[src/core/stx_pkg.sv]
package stx_pkg;

  // Widths
  localparam int unsigned DATA_W  = 8;
  localparam int unsigned PROG_W  = 14;
  localparam int unsigned PC_W    = 10;
  localparam int unsigned RAM_AW  = 5;
  localparam int unsigned HIGH_W  = PROG_W - DATA_W;

  // Operation select codes, one-hot except STX_OP_NONE
  typedef enum logic [7:0] {
    STX_OP_NONE        = 8'h00,
    STX_OP_SKIP_ZERO   = 8'h01,
    STX_OP_MOVE_SKIP   = 8'h02,
    STX_OP_SKIP_BIT    = 8'h04,
    STX_OP_TABLE_CUR   = 8'h08,
    STX_OP_TABLE_LAST  = 8'h10,
    STX_OP_XOR_ACC     = 8'h20,
    STX_OP_XOR_MEM     = 8'h40,
    STX_OP_XOR_IMM     = 8'h80
  } stx_op_t;

  // Sequencer states
  typedef enum logic [2:0] {
    STX_ST_EXEC  = 3'b001,
    STX_ST_DUMMY = 3'b010,
    STX_ST_TABLE = 3'b100
  } stx_state_t;

  // Reset values
  localparam logic [7:0] ACC_RST   = 8'h00;
  localparam logic [5:0] HIGH_RST  = 6'h00;
  localparam logic [9:0] PC_RST    = 10'h000;
  // Page base of last page: top 2 address bits set
  localparam logic [1:0] LAST_PAGE = 2'h3;

endpackage

[src/core/stx_ram.sv]
`timescale 1ns/1ps
module stx_ram
(
  input  wire logic                          mclk,
  input  wire logic                          wr_en,
  input  wire logic [stx_pkg::RAM_AW-1:0]    addr,
  input  wire logic [stx_pkg::DATA_W-1:0]    wr_data,
  output logic      [stx_pkg::DATA_W-1:0]    rd_data_q
);

  logic [stx_pkg::DATA_W-1:0] mem_q [0:(1<<stx_pkg::RAM_AW)-1];

  // Write-through keeps read data fresh after a write
  always_ff @(posedge mclk)
  begin
    if (wr_en)
    begin
      mem_q[addr] <= wr_data;
      rd_data_q   <= wr_data;
    end
    else
    begin
      rd_data_q <= mem_q[addr];
    end
  end

endmodule

[src/core/stx_exec.sv]
`timescale 1ns/1ps
module stx_exec
(
  input  wire logic                          mclk,
  input  wire logic                          rst_n,
  input  wire logic                          op_valid,
  input  wire stx_pkg::stx_op_t              op_sel,
  input  wire logic [stx_pkg::RAM_AW-1:0]    mem_addr,
  input  wire logic [2:0]                    bit_sel,
  input  wire logic [stx_pkg::DATA_W-1:0]    imm_data,
  input  wire logic [stx_pkg::DATA_W-1:0]    table_pointer,
  input  wire logic [stx_pkg::PROG_W-1:0]    prog_rd_data,
  output logic                               op_ready_q,
  output logic                               op_done_q,
  output logic                               skip_q,
  output logic      [stx_pkg::PC_W-1:0]      pc_q,
  output logic      [stx_pkg::DATA_W-1:0]    acc_q,
  output logic                               zero_flag_q,
  output logic      [7:0]                    table_high_register_q,
  output logic      [stx_pkg::PC_W-1:0]      prog_addr_q,
  output logic      [stx_pkg::DATA_W-1:0]    mem_rd_data_q
);

  // ****************************************************************
  // Operand fetch and decode
  // ****************************************************************
  stx_pkg::stx_state_t state_q;
  stx_pkg::stx_state_t state_d;

  logic                          op_pend_q;
  stx_pkg::stx_op_t              op_q;
  logic [2:0]                    bit_q;
  logic [stx_pkg::DATA_W-1:0]    imm_q;
  logic [stx_pkg::RAM_AW-1:0]    addr_q;
  logic [stx_pkg::DATA_W-1:0]    ram_rd;
  logic [stx_pkg::DATA_W-1:0]    ram_wdata;
  logic                          ram_we;

  // Operand is read one cycle after the op is accepted
  wire take       = op_valid && op_ready_q;
  wire exec_now   = op_pend_q && (state_q == stx_pkg::STX_ST_EXEC);
  wire is_sz      = (op_q == stx_pkg::STX_OP_SKIP_ZERO);
  wire is_sza     = (op_q == stx_pkg::STX_OP_MOVE_SKIP);
  wire is_szb     = (op_q == stx_pkg::STX_OP_SKIP_BIT);
  wire is_tcur    = (op_q == stx_pkg::STX_OP_TABLE_CUR);
  wire is_tlast   = (op_q == stx_pkg::STX_OP_TABLE_LAST);
  wire is_xacc    = (op_q == stx_pkg::STX_OP_XOR_ACC);
  wire is_xmem    = (op_q == stx_pkg::STX_OP_XOR_MEM);
  wire is_ximm    = (op_q == stx_pkg::STX_OP_XOR_IMM);
  wire is_table   = is_tcur || is_tlast;
  wire byte_zero  = (ram_rd == 8'h00);
  wire bit_zero   = ~ram_rd[bit_q];

  // ****************************************************************
  // Execution datapath
  // ****************************************************************
  // skip on zero byte, or on zero selected bit for STX_OP_SKIP_BIT
  wire skip_take  = exec_now && (((is_sz || is_sza) && byte_zero) || (is_szb && bit_zero));

  wire [7:0] xor_opnd = is_ximm ? imm_q : ram_rd;
  wire [7:0] xor_res  = acc_q ^ xor_opnd;
  wire       xor_op   = is_xacc || is_xmem || is_ximm;

  // current page keeps PC high bits
  wire [1:0] page_sel = is_tlast ? stx_pkg::LAST_PAGE : pc_q[9:8];
  wire [9:0] tbl_addr = {page_sel, table_pointer};

  // low byte to memory on table read
  assign ram_we    = (exec_now && is_xmem) || (op_pend_q && state_q == stx_pkg::STX_ST_TABLE);
  assign ram_wdata = is_xmem ? xor_res : prog_rd_data[7:0];

  stx_ram u_ram
  (
    .mclk      (mclk),
    .wr_en     (ram_we),
    .addr      (take ? mem_addr : addr_q),
    .wr_data   (ram_wdata),
    .rd_data_q (ram_rd)
  );

  // ****************************************************************
  // Sequencer
  // ****************************************************************
  always_comb
  begin
    state_d = state_q;
    case (state_q)
      stx_pkg::STX_ST_EXEC:
      begin
        if (skip_take)
          state_d = stx_pkg::STX_ST_DUMMY;
        else if (exec_now && is_table)
          state_d = stx_pkg::STX_ST_TABLE;
      end
      stx_pkg::STX_ST_DUMMY: state_d = stx_pkg::STX_ST_EXEC;
      stx_pkg::STX_ST_TABLE: state_d = stx_pkg::STX_ST_EXEC;
      default:               state_d = stx_pkg::STX_ST_EXEC;
    endcase
  end

  wire finish = (exec_now && !skip_take && !is_table) ||
                (op_pend_q && state_q != stx_pkg::STX_ST_EXEC);

  always_ff @(posedge mclk)
  begin
    if (!rst_n)
    begin
      state_q   <= stx_pkg::STX_ST_EXEC;
      op_pend_q <= 1'b0;
      op_q      <= stx_pkg::STX_OP_NONE;
      addr_q    <= '0;
      bit_q     <= 3'h0;
      imm_q     <= 8'h00;
    end
    else
    begin
      state_q <= state_d;
      if (take)
      begin
        op_pend_q <= 1'b1;
        op_q      <= op_sel;
        addr_q    <= mem_addr;
        bit_q     <= bit_sel;
        imm_q     <= imm_data;
      end
      else if (finish)
        op_pend_q <= 1'b0;
    end
  end

  // ****************************************************************
  // Architectural state
  // ****************************************************************
  always_ff @(posedge mclk)
  begin
    if (!rst_n)
    begin
      op_ready_q            <= 1'b1;
      op_done_q             <= 1'b0;
      skip_q                <= 1'b0;
      pc_q                  <= stx_pkg::PC_RST;
      acc_q                 <= stx_pkg::ACC_RST;
      zero_flag_q           <= 1'b0;
      table_high_register_q <= {2'b00, stx_pkg::HIGH_RST};
      prog_addr_q           <= stx_pkg::PC_RST;
      mem_rd_data_q         <= 8'h00;
    end
    else
    begin
      op_ready_q    <= !take && !(op_pend_q && !finish);
      op_done_q     <= finish;
      skip_q        <= skip_take;
      mem_rd_data_q <= ram_rd;
      if (exec_now)
        prog_addr_q <= tbl_addr;
      // dummy cycle advances past skipped word
      if (op_pend_q && state_q == stx_pkg::STX_ST_DUMMY)
        pc_q <= pc_q + 10'h002;
      else if (finish)
        pc_q <= pc_q + 10'h001;
      if (exec_now && is_sza)
        acc_q <= ram_rd;
      else if (exec_now && (is_xacc || is_ximm))
        acc_q <= xor_res;
      if (exec_now && xor_op)
        zero_flag_q <= (xor_res == 8'h00);
      // upper two bits held at zero
      if (op_pend_q && state_q == stx_pkg::STX_ST_TABLE)
        table_high_register_q <= {2'b00, prog_rd_data[13:8]};
    end
  end

endmodule

[config.mk]
export PLATFORM = sky130hd
export DESIGN_NAME = stx_exec
export DESIGN_NICKNAME = d
export VERILOG_FILES = /design/src/core/stx_pkg.sv /design/src/core/stx_ram.sv /design/src/core/stx_exec.sv
export SDC_FILE = /design/constraint.sdc
export NUM_CORES = 1
export LEC_CHECK = 0
export BUFFER_PORTS_ARGS = -buffer_cell sky130_fd_sc_hd__buf_2
export CAP_MARGIN = 40
export CORE_MARGIN = 2
export CORE_UTILIZATION = 30
export DETAILED_ROUTE_END_ITERATION = 6
export PLACE_DENSITY = 0.42
export SYNTH_ARGS = -nofsm -noshare
export SYNTH_HDL_FRONTEND = slang
export SYNTH_SLANG_ARGS = --single-unit
[constraint.sdc]
create_clock -name mclk -period 3.4 [get_ports mclk]
set_input_delay 0.34 -clock mclk [delete_from_list [all_inputs] [get_ports mclk]]
set_output_delay 0.34 -clock mclk [all_outputs]
set_load 0.03 [all_outputs]
==> impl_metrics.json <==
{
  "report.final.slew_viol_count": 0,
  "post_synth_instance_area_um2": 13500,
  "synth.area.mux_share_pct": 13.0,
  "postSynthRegisterBits": 335,
  "worst-setup-path-type": "reg2reg",
  "cts_inserted_buffers": 38,
  "switching_power_uw": 2320,
  "detail_route.drc_violations": 0,
  "synth-adder-area-share_pct": 0.186,
  "first_global_vias": 8403,
  "postPlaceCellArea_um2": 15400,
  "synth-seq-area-share_pct": 68.8,
  "die-area_um2": 46600,
  "simple_gate_share_of_the_synthesized_area_pct": 7.98,
  "crit_path_frequent_cell": "sky130_fd_sc_hd__buf_4",
  "power_leakage_uw": 0.00586,
  "grt_max_degree": 41,
  "nets": 1165,
  "grt_first_pass_wirelength_um": 54500,
  "worst-endpoint-required_ns": 3.64,
  "placement_rows": 77,
  "min_period_ns": 3.27,
  "synth.avg_cell_area_um2": 14.6,
  "hp-class": "in2reg",
  "timing.critical_path.to_type": "flop",
  "yosys.area_share.xor_xnor_pct": 0.715,
  "combinationalPowerShare_pct": 11.7,
  "post-route-period-util_pct": 96.2,
  "critical_path_peak_fanout": 32,
  "final_design_area_no_fill_um2": 16700,
  "vias": 8247,
  "post_synth_inst_count": 922,
  "port_buffers": 94,
  "antenna_violating_nets_post_route": 0,
  "synth-edff-count": 256,
  "drtIter0Drc": 571,
  "clkTransAtPathRegs_ns": 0.06,
  "power_frac_seq_pct": 47.4,
  "globalRouteOverflowTotal": 0,
  "fmax_ghz": 0.306,
  "critical_path_start_type": "flop",
  "p_clk_share_pct": 40.9,
  "post-synth-top-area-cell": "sky130_fd_sc_hd__edfxtp_1",
  "post_drt_via_cell_ratio": 4.75,
  "core_area_um2": 44300,
  "combinational_family_with_the_most_area_after_synthesis": "multiplexers",
  "hpwlAfterDp_um": 25200,
  "ctsLongestPathBuffers": 3,
  "report.final.hold_viol_count": 0,
  "grt.total_usage_pct": 15.7,
  "synthTopCellsByArea": "sky130_fd_sc_hd__edfxtp_1, sky130_fd_sc_hd__dfxtp_1, sky130_fd_sc_hd__mux2i_1",
  "num-fill-cells": 4308,
  "synth_common_cells": "sky130_fd_sc_hd__edfxtp_1, sky130_fd_sc_hd__mux2i_1, sky130_fd_sc_hd__nand2_1",
  "yosysMostFrequentCell": "sky130_fd_sc_hd__edfxtp_1",
  "gp_routability_congestion": 0.775,
  "power-per-cell-area_nw_per_um2": 573,
  "timing.critical_path.arrival_ns": 3.51,
  "warnings_from_yosys": 0,
  "tightest_slew_ns": 0.749,
  "slew-limit-headroom_pct": 49.7,
  "cts.sinks": 335,
  "fin_tns_setup_ns": 0,
  "route.final.wire_length_um": 36300,
  "die_boundary_height_um": 216,
  "initial_utilization_pct": 30.4,
  "crit_slowest_cell": "sky130_fd_sc_hd__mux4_2",
  "outcome": "completed",
  "setup_viol": 0,
  "clock_tree.htree_level_count": 2,
  "first_pass_iters": 5,
  "io_pins": 97,
  "synth_compound_area_share_pct": 7.25,
  "p_int_uw": 7240,
  "vdd_ir_drop_max_v": 0.000348,
  "synth_top_area_share_pct": 57.1,
  "rsz0062_at_grt": "yes",
  "yosys.cell_types.count": 56,
  "switching_share_pct": 24.3,
  "syn_to_final_growth_pct": 23.8,
  "die_w_um": 216,
  "avgRoutedWirePerCell_um": 20.9,
  "fin_worst_skew_ns": 0.0157,
  "critical-path-max-stage-delay_ns": 0.56,
  "antenna_found_initial": 0,
  "clk_root_buffer_cell": "sky130_fd_sc_hd__clkbuf_16",
  "tritoncts_clock_tree": "done",
  "dominantRegCellSynth": "sky130_fd_sc_hd__edfxtp_1",
  "drive_above_1_share_pct": 26.0,
  "regToRegSetupSlack_ns": 0.13,
  "timing.max_cap.violations": 0,
  "asyncSetResetFlopFracSynth_pct": 0,
  "cp_cell_sequence": "buf_12 -> mux4_2 -> mux4_2 -> mux2i_4 -> buf_4 -> buf_4 -> a21oi_1 -> xor2_1 -> mux2_1 -> buf_4",
  "clk_lat_worst_skew_ns": 0.54
}
[worst max-delay path, delay by kind of cell, from the launching register on]
kind | cells | cell delay, ns
DFF | 1 | 0.40
buffers and inverters | 4 | 0.66
xor gates and xnor gates | 1 | 0.20
AOI/OAI and AO/OA | 1 | 0.07
muxes | 4 | 1.62
[final timing paths]
kind | startpoint | end | depth (start not counted)
max | flop | u_ram.mem_q[8][2] | 10
min | prog_rd_data[8] | table_high_register_q[0] | 3
max reg2reg | flop | u_ram.mem_q[8][2] | 10
min reg2reg | prog_addr_q[7] | prog_addr_q[7] | 2
[logic make-up after synthesis]
family,count (synthesis)
simple gates,225
other cells,1
flops,335
xor+xnor,11
compound gates,147
fa+ha+maj,2
buf+inv,53
mux,148
[registers in the layout (all words and copies together) (netlist names), 5 cells and up, named ones only]
signal                 count
op_q                       8
prog_addr_q               10
addr_q                     5
u_ram.mem_q              256
imm_q                      8
acc_q                      8
mem_rd_data_q              8
table_high_register_q      6
pc_q                      10
[through the flow]
stage	hold WS (ns)	power, µW	instances	util, %	worst slack (ns)
after global routing	0.0292	9940	1734	37.6	-0.0268
final	0.0412	9560	1735	37.6	0.130
after global placement	0.440	5730	1663	34.8	-0.179
after detailed placement	0.448	5730	1664	34.8	-0.103
after floorplan	0.436	5230	923	-	0.343
after CTS	0.0174	9680	1732	37.6	0.0456
[placed cells by master, fill, tap and decap left out, types with 10 or more instances in the layout]
| master | instances |
|---|---|
| sky130_fd_sc_hd__xnor2_1 | 10 |
| sky130_fd_sc_hd__mux4_2 | 20 |
| sky130_fd_sc_hd__and2_1 | 12 |
| sky130_fd_sc_hd__buf_4 | 83 |
| sky130_fd_sc_hd__dfxtp_1 | 77 |
| sky130_fd_sc_hd__edfxtp_1 | 256 |
| sky130_fd_sc_hd__buf_12 | 18 |
| sky130_fd_sc_hd__nor2_1 | 65 |
| sky130_fd_sc_hd__a21oi_1 | 61 |
| sky130_fd_sc_hd__nand2_1 | 87 |
| sky130_fd_sc_hd__a22oi_1 | 53 |
| sky130_fd_sc_hd__mux2i_1 | 118 |
| sky130_fd_sc_hd__nand3_1 | 10 |
| sky130_fd_sc_hd__clkbuf_16 | 39 |
| sky130_fd_sc_hd__buf_2 | 94 |
[power groups by stage]
stage	clock (µW)	combinational, µW	sequential [µW]
final	3910	1110	4530
after global routing	4190	1200	4540
after CTS	4020	1130	4540
after detailed placement	0	1110	4620
after global placement	0	1110	4620
after floorplan	0	575	4650
[per-layer routing]
layer / part of all wire, % / vias to the layer above / global-route usage [%] / wire length [µm]
li1: - / 3923 / - / -
met1: 47 / 4140 / 21.7 / 17200
met2: 46 / 128 / 25.2 / 16900
met3: 3.9 / 56 / 2.89 / 1400
met4: 2.3 / 0 / 4.63 / 820
met5: 0 / - / 0 / 0
[cell type report]
cell class	instances	area, µm²	share of cell area (%)
Sequential cell	335	9280	55.6
Multi-Input combinational cell	535	3980	23.9
Timing Repair Buffer	196	1470	8.79
Clock buffer	48	1030	6.18
Tap cell	592	741	4.44
Clock inverter	20	153	0.915
Inverter	8	30.0	0.180
Antenna cell	1	2.50	0.0150
[timing repair]
action	CTS	global route
gates resized for setup	4	4
pin swaps	0	5
hold buffers	0	0
endpoints found under the setup margin	55	135
buffers inserted	0	2
(Power assumes the default switching activity.)
